==> config.mk <==
export PLATFORM = sky130hd
export DESIGN_NAME = tws_top
export DESIGN_NICKNAME = d
export VERILOG_FILES = /design/src/common/tws_pkg.sv /design/src/common/tws_stream_if.sv /design/src/logic/tws_top.sv /design/src/logic/tws_fifo.sv
export VERILOG_INCLUDE_DIRS = /design/src /design/src/common
export SDC_FILE = /design/constraint.sdc
export NUM_CORES = 1
export LEC_CHECK = 0
export BUFFER_PORTS_ARGS = -buffer_cell sky130_fd_sc_hd__buf_2
export CAP_MARGIN = 20
export CORE_MARGIN = 1.5
export CORE_UTILIZATION = 55
export CTS_CLUSTER_DIAMETER = 100
export DETAILED_ROUTE_END_ITERATION = 10
export PLACE_DENSITY = 0.75
export SYNTH_ARGS = -nofsm -noshare
export SYNTH_HDL_FRONTEND = slang
export SYNTH_SLANG_ARGS = --single-unit
==> constraint.sdc <==
create_clock -name i_ref_clk -period 3.14 [get_ports i_ref_clk]
set_input_delay 0.314 -clock i_ref_clk [delete_from_list [all_inputs] [get_ports i_ref_clk]]
set_output_delay 0.314 -clock i_ref_clk [all_outputs]
set_load 0.02 [all_outputs]
==> src/common/tws_defines.svh <==
// Register offsets, field positions, reset values and counts
`ifndef TWS_DEFINES_SVH
`define TWS_DEFINES_SVH
`define TWS_ADDR_MODE 16'hFF60
`define TWS_ADDR_BUSCTL 16'hFF61
`define TWS_ADDR_TIMING 16'hFF63
`define TWS_ADDR_SHIFT 16'hFF1F
`define TWS_ADDR_SVA 16'hFF1D
`define TWS_RST_BYTE 8'h00
`define TWS_RST_LATCH 1'h1
`define TWS_BIT_ENABLE 7
`define TWS_BIT_MATCH 6
`define TWS_BIT_WAKE 5
`define TWS_BIT_MODE_HI 4
`define TWS_BIT_MODE_MID 3
`define TWS_BIT_PIN_SEL 2
`define TWS_BIT_CLK_HI 1
`define TWS_BIT_CLK_LO 0
`define TWS_BIT_SET_TRIG 0
`define TWS_BIT_CLR_TRIG 1
`define TWS_BIT_CLK_LEVEL 6
`define TWS_LAST_BIT 4'h7
`define TWS_FIFO_DEPTH 8
`define TWS_BYTE_W 8
`endif

==> src/common/tws_pkg.sv <==
// Types shared by the two-wire serial channel
package tws_pkg;
   typedef logic [7:0] tws_byte_t;
   typedef enum logic [2:0] {
      TWS_IDLE = 3'b001,
      TWS_SHIFT = 3'b010,
      TWS_PUSH = 3'b100
   } tws_state_t;
endpackage : tws_pkg

==> src/common/tws_stream_if.sv <==
// Valid/ready byte stream between channel and buffer
`timescale 1ns/1ps
interface tws_stream_if #(parameter int WIDTH = 8);
   logic valid;
   logic ready;
   logic [WIDTH-1:0] data;
   modport src (output valid, output data, input ready);
   modport snk (input valid, input data, output ready);
endinterface : tws_stream_if

==> src/logic/tws_top.sv <==
// Two-wire synchronous serial channel with register port
`timescale 1ns/1ps
`include "tws_defines.svh"

module tws_top (
   // Clock and reset
   input wire logic i_ref_clk,
   input wire logic i_resetn,
   // Register port
   input wire logic [15:0] i_reg_addr,
   input wire logic i_reg_wr,
   input wire logic i_reg_rd,
   input wire tws_pkg::tws_byte_t i_reg_wdata,
   output tws_pkg::tws_byte_t o_reg_rdata,
   // Transfer flag
   input wire logic i_done_clear,
   output logic o_transfer_done_flag,
   // Clock sources and port latches
   input wire logic i_timer_two_output,
   input wire logic i_prescaler_select,
   input wire logic i_clock_pin_latch,
   input wire logic i_clock_pin_direction,
   input wire logic i_pin_a_port_latch,
   input wire logic i_pin_b_port_latch,
   // Serial clock pin
   input wire logic i_serial_clock_pin,
   output logic o_serial_clock_pin,
   output logic o_serial_clock_pin_oe_n,
   // Data pins
   input wire logic i_data_pin_a,
   output logic o_data_pin_a,
   output logic o_data_pin_a_oe_n,
   input wire logic i_data_pin_b,
   output logic o_data_pin_b,
   output logic o_data_pin_b_oe_n,
   // Received bytes
   input wire logic i_rx_ready,
   output logic o_rx_valid,
   output tws_pkg::tws_byte_t o_rx_data
);
   import tws_pkg::*;

   function automatic logic tws_two_wire(input tws_byte_t m);
      tws_two_wire = m[`TWS_BIT_MODE_HI] & m[`TWS_BIT_MODE_MID];
   endfunction : tws_two_wire

   tws_byte_t serial_mode_control;
   tws_byte_t bus_signal_control;
   tws_byte_t interrupt_timing_select;
   tws_byte_t shift_register;
   tws_byte_t slave_address_register;
   tws_state_t state;
   tws_state_t next_state;
   logic [3:0] bit_count;
   logic [2:0] sync1;
   logic [2:0] sync2;
   logic output_latch;
   logic sck_int;
   logic sck_prev;
   logic src_prev;
   logic channel_enable;
   logic two_wire;
   logic ext_clk;
   logic use_pin_a;
   logic data_in;
   logic src_sel;
   logic sck_level;
   logic sck_fall;
   logic sck_rise;
   logic wr_shift;
   logic start_ok;
   logic address_match_flag;
   logic clock_level_flag;

   tws_stream_if #(.WIDTH(`TWS_BYTE_W)) rx_in ();
   tws_stream_if #(.WIDTH(`TWS_BYTE_W)) rx_out ();

   // ----------------------------------------
   // Pin synchronisers
   // ----------------------------------------
   always_ff @(posedge i_ref_clk or negedge i_resetn) begin
      if (!i_resetn) begin
         sync1 <= 3'h7;
         sync2 <= 3'h7;
      end else begin
         sync1 <= {i_data_pin_b, i_data_pin_a, i_serial_clock_pin};
         sync2 <= sync1;
      end
   end

   // ----------------------------------------
   // Decode
   // ----------------------------------------
   assign channel_enable = serial_mode_control[`TWS_BIT_ENABLE];
   assign two_wire = tws_two_wire(serial_mode_control);
   assign ext_clk = ~serial_mode_control[`TWS_BIT_CLK_HI];
   assign use_pin_a = serial_mode_control[`TWS_BIT_PIN_SEL];
   assign data_in = use_pin_a ? sync2[1] : sync2[2];
   assign src_sel = serial_mode_control[`TWS_BIT_CLK_LO] ?
                    i_prescaler_select : i_timer_two_output;
   assign sck_level = ext_clk ? sync2[0] : sck_int;
   assign sck_fall = sck_prev & ~sck_level;
   assign sck_rise = ~sck_prev & sck_level;
   assign wr_shift = i_reg_wr && (i_reg_addr == `TWS_ADDR_SHIFT);
   assign start_ok = wr_shift && channel_enable && two_wire && (state == TWS_IDLE)
                     && rx_in.ready && (!ext_clk || sync2[0]);
   assign address_match_flag = channel_enable &&
                               (slave_address_register == shift_register);
   assign clock_level_flag = channel_enable & sync2[0];

   // ----------------------------------------
   // Serial clock
   // ----------------------------------------
   always_ff @(posedge i_ref_clk or negedge i_resetn) begin
      if (!i_resetn) begin
         sck_int <= 1'b1;
         sck_prev <= 1'b1;
         src_prev <= 1'b0;
      end else begin
         src_prev <= src_sel;
         sck_prev <= sck_level;
         if (state != TWS_SHIFT) begin
            sck_int <= 1'b1;
         end else if (src_sel && !src_prev) begin
            sck_int <= ~sck_int;
         end
      end
   end

   // ----------------------------------------
   // Transfer sequencer
   // ----------------------------------------
   always_comb begin
      next_state = state;
      case (state)
         TWS_IDLE: begin
            if (start_ok) begin
               next_state = TWS_SHIFT;
            end
         end
         TWS_SHIFT: begin
            if (!channel_enable || !two_wire) begin
               next_state = TWS_IDLE;
            end else if (sck_rise && bit_count == `TWS_LAST_BIT) begin
               next_state = TWS_PUSH;
            end
         end
         TWS_PUSH: begin
            next_state = TWS_IDLE;
         end
         default: begin
            next_state = TWS_IDLE;
         end
      endcase
   end

   always_ff @(posedge i_ref_clk or negedge i_resetn) begin
      if (!i_resetn) begin
         state <= TWS_IDLE;
      end else begin
         state <= next_state;
      end
   end

   always_ff @(posedge i_ref_clk or negedge i_resetn) begin
      if (!i_resetn) begin
         bit_count <= 4'h0;
      end else if (state != TWS_SHIFT) begin
         bit_count <= 4'h0;
      end else if (sck_rise) begin
         bit_count <= bit_count + 4'h1;
      end
   end

   // ----------------------------------------
   // Shift register and output latch
   // ----------------------------------------
   always_ff @(posedge i_ref_clk or negedge i_resetn) begin
      if (!i_resetn) begin
         shift_register <= `TWS_RST_BYTE;
      end else if (state == TWS_IDLE && wr_shift) begin
         shift_register <= i_reg_wdata;
      end else if (state == TWS_SHIFT && sck_fall) begin
         shift_register <= {shift_register[6:0], 1'b0};
      end else if (state == TWS_SHIFT && sck_rise) begin
         shift_register[0] <= data_in;
      end
   end

   always_ff @(posedge i_ref_clk or negedge i_resetn) begin
      if (!i_resetn) begin
         output_latch <= `TWS_RST_LATCH;
      end else if (bus_signal_control[`TWS_BIT_SET_TRIG]) begin
         output_latch <= 1'b1;
      end else if (bus_signal_control[`TWS_BIT_CLR_TRIG]) begin
         output_latch <= 1'b0;
      end else if (state == TWS_SHIFT && sck_fall) begin
         output_latch <= shift_register[7];
      end
   end

   // ----------------------------------------
   // Registers
   // ----------------------------------------
   always_ff @(posedge i_ref_clk or negedge i_resetn) begin
      if (!i_resetn) begin
         serial_mode_control <= `TWS_RST_BYTE;
      end else if (i_reg_wr && i_reg_addr == `TWS_ADDR_MODE) begin
         serial_mode_control <= i_reg_wdata & 8'hBF;
      end
   end

   always_ff @(posedge i_ref_clk or negedge i_resetn) begin
      if (!i_resetn) begin
         bus_signal_control <= `TWS_RST_BYTE;
      end else if (i_reg_wr && i_reg_addr == `TWS_ADDR_BUSCTL) begin
         bus_signal_control <= {i_reg_wdata[7:2],
                                i_reg_wdata[1:0] & {2{channel_enable}}};
      end else begin
         bus_signal_control[1:0] <= 2'h0;
      end
   end

   always_ff @(posedge i_ref_clk or negedge i_resetn) begin
      if (!i_resetn) begin
         interrupt_timing_select <= `TWS_RST_BYTE;
      end else if (i_reg_wr && i_reg_addr == `TWS_ADDR_TIMING) begin
         interrupt_timing_select <= i_reg_wdata & 8'hBF;
      end
   end

   always_ff @(posedge i_ref_clk or negedge i_resetn) begin
      if (!i_resetn) begin
         slave_address_register <= `TWS_RST_BYTE;
      end else if (i_reg_wr && i_reg_addr == `TWS_ADDR_SVA) begin
         slave_address_register <= i_reg_wdata;
      end
   end

   always_ff @(posedge i_ref_clk or negedge i_resetn) begin
      if (!i_resetn) begin
         o_reg_rdata <= `TWS_RST_BYTE;
      end else if (i_reg_rd) begin
         case (i_reg_addr)
            `TWS_ADDR_MODE: begin
               o_reg_rdata <= {serial_mode_control[7], address_match_flag,
                               serial_mode_control[5:0]};
            end
            `TWS_ADDR_BUSCTL: begin
               o_reg_rdata <= bus_signal_control;
            end
            `TWS_ADDR_TIMING: begin
               o_reg_rdata <= {interrupt_timing_select[7], clock_level_flag,
                               interrupt_timing_select[5:0]};
            end
            `TWS_ADDR_SHIFT: begin
               o_reg_rdata <= shift_register;
            end
            `TWS_ADDR_SVA: begin
               o_reg_rdata <= slave_address_register;
            end
            default: begin
               o_reg_rdata <= `TWS_RST_BYTE;
            end
         endcase
      end
   end

   // ----------------------------------------
   // Completion flag
   // ----------------------------------------
   always_ff @(posedge i_ref_clk or negedge i_resetn) begin
      if (!i_resetn) begin
         o_transfer_done_flag <= 1'b0;
      end else if (state == TWS_PUSH && !serial_mode_control[`TWS_BIT_WAKE]) begin
         o_transfer_done_flag <= 1'b1;
      end else if (i_done_clear) begin
         o_transfer_done_flag <= 1'b0;
      end
   end

   // ----------------------------------------
   // Pins
   // ----------------------------------------
   always_ff @(posedge i_ref_clk or negedge i_resetn) begin
      if (!i_resetn) begin
         o_data_pin_a <= 1'b0;
         o_data_pin_a_oe_n <= 1'b1;
         o_data_pin_b <= 1'b0;
         o_data_pin_b_oe_n <= 1'b1;
         o_serial_clock_pin <= 1'b0;
         o_serial_clock_pin_oe_n <= 1'b1;
      end else begin
         if (two_wire && use_pin_a) begin
            o_data_pin_a <= 1'b0;
            o_data_pin_a_oe_n <= output_latch;
         end else begin
            o_data_pin_a <= i_pin_a_port_latch;
            o_data_pin_a_oe_n <= 1'b0;
         end
         if (two_wire && !use_pin_a) begin
            o_data_pin_b <= 1'b0;
            o_data_pin_b_oe_n <= output_latch;
         end else begin
            o_data_pin_b <= i_pin_b_port_latch;
            o_data_pin_b_oe_n <= 1'b0;
         end
         o_serial_clock_pin <= 1'b0;
         o_serial_clock_pin_oe_n <= ext_clk || i_clock_pin_direction ||
            ((state == TWS_SHIFT) ? sck_int : i_clock_pin_latch);
      end
   end

   // ----------------------------------------
   // Receive buffer
   // ----------------------------------------
   assign rx_in.valid = (state == TWS_PUSH);
   assign rx_in.data = shift_register;
   assign rx_out.ready = !o_rx_valid || i_rx_ready;

   tws_fifo #(.WIDTH(`TWS_BYTE_W), .DEPTH(`TWS_FIFO_DEPTH)) u_fifo (
      .i_ref_clk(i_ref_clk),
      .i_resetn(i_resetn),
      .s_in(rx_in.snk),
      .s_out(rx_out.src)
   );

   always_ff @(posedge i_ref_clk or negedge i_resetn) begin
      if (!i_resetn) begin
         o_rx_valid <= 1'b0;
         o_rx_data <= `TWS_RST_BYTE;
      end else if (rx_out.ready) begin
         o_rx_valid <= rx_out.valid;
         if (rx_out.valid) begin
            o_rx_data <= rx_out.data;
         end
      end
   end
endmodule : tws_top

==> src/logic/tws_fifo.sv <==
// Receive byte buffer with valid/ready on both sides
`timescale 1ns/1ps
module tws_fifo #(
   parameter int WIDTH = 8,
   parameter int DEPTH = 8
) (
   // Clock and reset
   input wire logic i_ref_clk,
   input wire logic i_resetn,
   // Stream ports
   tws_stream_if.snk s_in,
   tws_stream_if.src s_out
);
   import tws_pkg::*;
   localparam int AW = $clog2(DEPTH);
   localparam logic [AW:0] FULL = DEPTH[AW:0];
   logic [WIDTH-1:0] mem [DEPTH];
   logic [AW-1:0] wr_ptr;
   logic [AW-1:0] rd_ptr;
   logic [AW:0] count;
   logic push;
   logic pop;

   assign push = s_in.valid & s_in.ready;
   assign pop = s_out.valid & s_out.ready;
   assign s_in.ready = (count != FULL);
   assign s_out.valid = (count != '0);
   assign s_out.data = mem[rd_ptr];

   // ----------------------------------------
   // Storage
   // ----------------------------------------
   always_ff @(posedge i_ref_clk) begin
      if (push) begin
         mem[wr_ptr] <= s_in.data;
      end
   end

   // ----------------------------------------
   // Pointers and fill level
   // ----------------------------------------
   always_ff @(posedge i_ref_clk or negedge i_resetn) begin
      if (!i_resetn) begin
         wr_ptr <= '0;
         rd_ptr <= '0;
         count <= '0;
      end else begin
         if (push) begin
            wr_ptr <= wr_ptr + 1'b1;
         end
         if (pop) begin
            rd_ptr <= rd_ptr + 1'b1;
         end
         if (push && !pop) begin
            count <= count + 1'b1;
         end else if (pop && !push) begin
            count <= count - 1'b1;
         end
      end
   end
endmodule : tws_fifo

# Word level (Yosys, flattened, before mapping)
# Memories as Yosys holds them, arrays and structs flattened. A register that Yosys moved wholly into a read port is not among the register bits.
# Cells that the tools add are included.
classes:
  n_addsub: 5
  n_eq_ne: 14
  mux: 31
  bitwise_logic: 11
  n_reduce_logical: 45
op_table:
  columns: ["operator", "n"]
  rows:
  - ["$eq A16 B16 Y1 const B", 5]
  - ["$pmux W8 S5", 1]
  - ["$logic_and A1 B1 Y1", 21]
  - ["$mux W1", 19]
  - ["$mux W4", 4]
  - ["$reduce_bool A2 Y1", 5]
  - ["$logic_not A1 Y1", 9]
  - ["$mux W3", 3]
  - ["$add A4 B1 Y4 const B", 2]
  - ["$eq A8 B8 Y1", 1]
  - ["$mux W8", 1]
  - ["$mux W7", 1]
  - ["$add A3 B1 Y3 const B", 2]
  - ["$and A1 B1 Y1", 6]
  - ["$pmux W3 S2", 1]
  - ["$reduce_bool A3 Y1", 2]
  - ["$logic_or A1 B1 Y1", 5]
  - ["$eq A4 B3 Y1 const B", 1]
  - ["$ne A4 B4 Y1 const B", 1]
  - ["$not A1 Y1", 4]
  - ["$reduce_and A2 Y1", 2]
  - ["$reduce_bool A4 Y1", 1]
  - ["$sub A4 B1 Y4 const B", 1]
  - ["$eq A3 B1 Y1 const B", 1]
  - ["7 further kinds", 7]
word_totals:
  reg_bits: 80
  ram_bits: 64
  out_inout_bits: 24
  word_cells: 133
  mem_count: 1
memory_table:
  columns: ["name", "words", "word_bits", "read_ports", "rd_ports_with_merged_regs", "write_ports", "line_no", "rtl"]
  rows:
  - ["u_fifo.mem", 8, 8, 1, 1, 1, "tws_fifo.sv:17", "logic [WIDTH-1:0] mem [DEPTH];"]

# Depth between registers and ports, before layout
logic_depth:
  depth_word: 9
  depth_mapped: 12
  mapped_depth_nobuf: 11

# By module
# A second synthesis with hierarchy kept.
unflattened:
  cells_unflattened: 434
  area_unflattened_um2: 6681.4
modules_own_cells:
  columns: ["mod", "n_inst", "cells_per_inst", "area_each_um2", "seq_area_each_um2"]
  rows:
  - ["tws_top", 1, 279, 3569.7, 1968.1]
  - ["tws_fifo", 1, 155, 3111.7, 2172.1]

# Least setup slack after synthesis
# No wires, ideal clock.
synth_path:
  path_type: "flip-flop to flip-flop"
  startpoint: "register u_fifo.count[0]"
  endpoint: "register u_fifo.count[3]"
  setup_ns: 0.125
  arrival_ns: 2.232
  t_required_ns: 3.015
  setup_slack_ns: 0.782
  path_stages_with_launch: 13
  n_path_buf: 1
  synth_period_minus_slack_ns: 2.358
  cell_sequence: "dfrtp_1 nor4_1 a21oi_1 clkbuf_1 inv_1 ha_1 inv_1 ha_1 a21o_1 a21oi_1 xnor2_1 nor2_1 xor2_1"
synth_via:
  elab_chain_len: 5
  word_cells_on_any_way: 13
synth_lines:
  columns: ["element", "line_no", "rtl"]
  rows:
  - ["start: declaration", "tws_fifo.sv:20", "logic [AW:0] count;"]
  - ["start signal: assignment", "tws_fifo.sv:55", "count <= count + 1'b1;"]
  - ["start signal: assignment", "tws_fifo.sv:57", "count <= count - 1'b1;"]
  - ["branches (longest 5 deep; another with $sub A4 B1 Y4)", null, null]
# Several ways; the timed one is not identified. The select of a mux whose other input is x is not followed.
# A chain may end at the register's enable or synchronous reset.

# Final worst setup path
layout_path:
  startpoint: "register u_fifo.count[0]"
  endpoint: "register u_fifo.count[3]"
layout_via:
  elab_chain_len: 5
  word_cells_on_any_way: 13
layout_lines:
  columns: ["element", "line_no", "rtl"]
  rows:
  - ["$ne A4 B4 Y1 *", "tws_fifo.sv:26", "assign s_in.ready = (count != FULL);"]
  - ["$and A1 B1 Y1 *", "tws_fifo.sv:24", "assign push = s_in.valid & s_in.ready;"]
  - ["net u_fifo.push", "tws_fifo.sv:21", "logic push;"]
  - ["$logic_not A1 Y1", "tws_fifo.sv:56", "end else if (pop && !push) begin"]
  - ["$logic_and A1 B1 Y1", "tws_fifo.sv:56", null]
  - ["$reduce_bool A2 Y1 (no source line)", null, null]
# Mark *: on every way through the listed nets, which the timed path passes. The rest lies on a longest branch. The select of a mux whose other input is x is not followed.

==> results.tsv <==
metric	value	unit
port_buffers	61	
dr.first_iter.drc_count	247	
setup.reg_to_reg.worst_slack	700	ps
netlist_top_cells_area	edfxtp_1 (30%), dfrtp_1 (29%), mux2_2 (5.6%), mux4_2 (5.6%), dfstp_2 (5.3%)	
cts_root_buf	clkbuf_16	
finalWeightedCongestion	0.8486	
syn-cell-area	6487	sq um
peak_supply_drop	536.8	uV
worstPathRequired	3440	ps
cells_after_dpl	647	
grt_pass1_vias	4067	
skew	5.730	ps
final_antenna_net_count	0	
finalHoldViolCount	0	
setup_tns	0	ps
layout_setup_ws	696.9	ps
dominantRegCellSynth	dfrtp_1	
critical_path.top_delay_family	compound AO/OA/AOI/OAI gates	
unrepaired_setup_endpoints_after_global_routing	no	
gr-usage-all-layers	0.2277	
ctsResizeCount	0	
power.static_leakage	3.344	nW
max_cap_viol_count	0	
cts.clk_slew.worst_paths	60	ps
num_rows	39	
detailedPlacementHpwl	8.828	mm
ys_warn_count	0	
wl_per_cell	19.24	um
crit_top_cell	ha_1	
initial_utilization	0.5657	
endpoint_kind	register	
yosysSeqAreaShare	0.6382	
proportion_of_layout_cells_with_a_drive_suffix_above_1	0.3241	
synth_enable_flop_cells	64	
delay_of_the_slowest_cell_on_the_worst_path	450	ps
globalRouteOverflowTotal	0	
insertedDiodeCount	0	
ratio_of_final_minimum_period_to_clock_period	0.7781	
global_route_wire_length_before_repair	21.60	mm
achievable-frequency	409.3	MHz
mappedNetlistNets	497	
run_status	complete, no violations	
chipHeight	111.6	um
total_power	4.974	mW
clk_latency	420	ps
crit_type	register to register	
netlist.top_cell.by_area	edfxtp_1	
grt_max_degree	54	
postSynthAreaPerCell	14.38	sq um
cts_inserted_buffers	17	
crit_buf_inv	1	
stdcell_count	683	
drt_first_pass_iters	4	
floorplan.core_area	11470	sq um
syn_to_final_growth	16.64	%
h-tree-depth	4	
cp-start-kind	register	
timing.hold.worst.class	input pin to register	
detailed_place.area	6960	sq um
ctsHoldBuffers	4	
design.portCount	63	
vias_per_cell	5.864	
post_cts_buffers	0	
timing.critical_path.cells	nor3_1 > a21oi_2 > ha_1 > inv_1 > ha_1 > a21o_1 > a21oi_1 > xnor2_1 > nor2_1 > xor2_1	
residual_drc	0	
finalWirelength	13.14	mm
post-route-cell-area	7567	sq um
num_vias	4005	
asyncSetResetFlopFracSynth	0.5789	
layout.core_utilization	0.6599	
ys_types	55	
arrival	2740	ps
slew-limit-headroom	0.3988	
ff_latch_count_synth	152	
number_of_antenna_violations_at_the_first_check_in_global_routing	0	
post-route-min-period	2443	ps
proportion_of_netlist_area_held_by_the_largest_area_contributor	0.2962	
finalMaxSlewViolations	0	
dp_slack	714.8	ps
cts_tree	built	
postSynthCellCount	451	
finalSetupViolCount	0	
worst_slew_pin_slew	898.4	ps
timing.critical_path.slowest_stage_cell	dfrtp_1	
die_w	111.6	um
floorplan.die_area	12460	sq um
worst_path_fanout_max	8	
final_net_count	573	
fillCellCount	800	
cts.path.max_buffers	2	
final.hold.worst_slack	84.88	ps
p_per_area	657.3	nW/um^2
cts.sinks	152	
-- worst reg2reg max path, stage by stage, from the launching register on --
cell and delay [ps]:
dfrtp_1 450, nor3_1 350, a21oi_2 190, ha_1 240, inv_1 120, ha_1 240, a21o_1 180, a21oi_1 180
xnor2_1 150, nor2_1 70, xor2_1 150
-- final timing paths --
kind	from	endpoint	depth (start not counted)
max	u_fifo.count[0]$_DFFE_PN0P_	u_fifo.count[3]$_DFFE_PN0P_	10
min in group asynchronous	i_resetn	o_rx_data[7]$_DFFE_PN0P_	2
max reg2reg	u_fifo.count[0]$_DFFE_PN0P_	u_fifo.count[3]$_DFFE_PN0P_	10
min reg2reg	sync1[2]$_DFF_PN1_	sync2[2]$_DFF_PN1_	0
max in group asynchronous	i_resetn	o_serial_clock_pin_oe_n$_DFF_PN1_	3
min	i_rx_ready	o_rx_valid$_DFFE_PN0N_	2
-- cell usage after synthesis (8+ instances only) --
| library cell | number |
|---|---|
| buf_2 | 8 |
| dfstp_2 | 13 |
| mux4_2 | 16 |
| dfrtp_1 | 75 |
| inv_1 | 12 |
| mux2_2 | 32 |
| xor2_1 | 13 |
| nor2_1 | 29 |
| mux2i_1 | 11 |
| nand2_1 | 32 |
| a21oi_1 | 22 |
| edfxtp_1 | 64 |
-- flip-flops by register name (all words and copies together) (netlist names), 7 cells and up --
signal                   count
slave_address_register       8
rx_in.data                   8
o_reg_rdata                  8
interrupt_timing_select      7
o_rx_data                    8
serial_mode_control          7
u_fifo.mem                  64
bus_signal_control           8
-- routing by layer --
layer | global-route usage | up-vias | wire length (um)
li1 | - | 1841 | -
met1 | 0.3022 | 2043 | 5766
met2 | 0.3808 | 102 | 6677
met3 | 0.04518 | 19 | 508
met4 | 0.07679 | 0 | 191
met5 | 0 | - | 0
-- kinds of logic (layout without fill, tap and decap cells) --
logic type      count (synthesis)  after routing  share of synthesized area
simple gates                  108            108                    0.09084
flops                         152            152                     0.6382
mux                            61             61                     0.1319
compound gates                 72             72                    0.07637
other cells                     1              1                  0.0005780
buf+inv                        31            120                    0.02179
fa+ha+maj                       7              7                    0.01466
xor+xnor                       19             19                    0.02565
-- placed cells by master, fill, tap and decap left out, types with 13 or more instances in the layout --
master	netlist	layout
dfrtp_1	75	75
edfxtp_1	64	64
buf_2	8	60
nand2_1	32	32
mux2_2	32	32
nor2_1	29	29
a21oi_1	22	22
clkbuf_16	0	17
mux4_2	16	16
xor2_1	13	13
dfstp_2	13	13
-- layout make-up --
class,instances,area [sq um],area share
Tap cell,143,178.9,0.02364
Timing Repair Buffer,76,430.4,0.05688
Sequential cell,152,4140,0.5471
Multi-Input combinational cell,268,2206,0.2915
Clock inverter,14,137.6,0.01819
Clock buffer,18,429.2,0.05671
Inverter,12,45.04,0.005952
-- report_power, final --
part           internal [mW]  total [mW]  switching [mW]
Combinational          0.320       0.659           0.339
Sequential              2.19        2.36           0.175
Clock                   1.11        1.95           0.843
Total                   3.62        4.97            1.36
No activity file was read; power rests on OpenSTA's default activity.
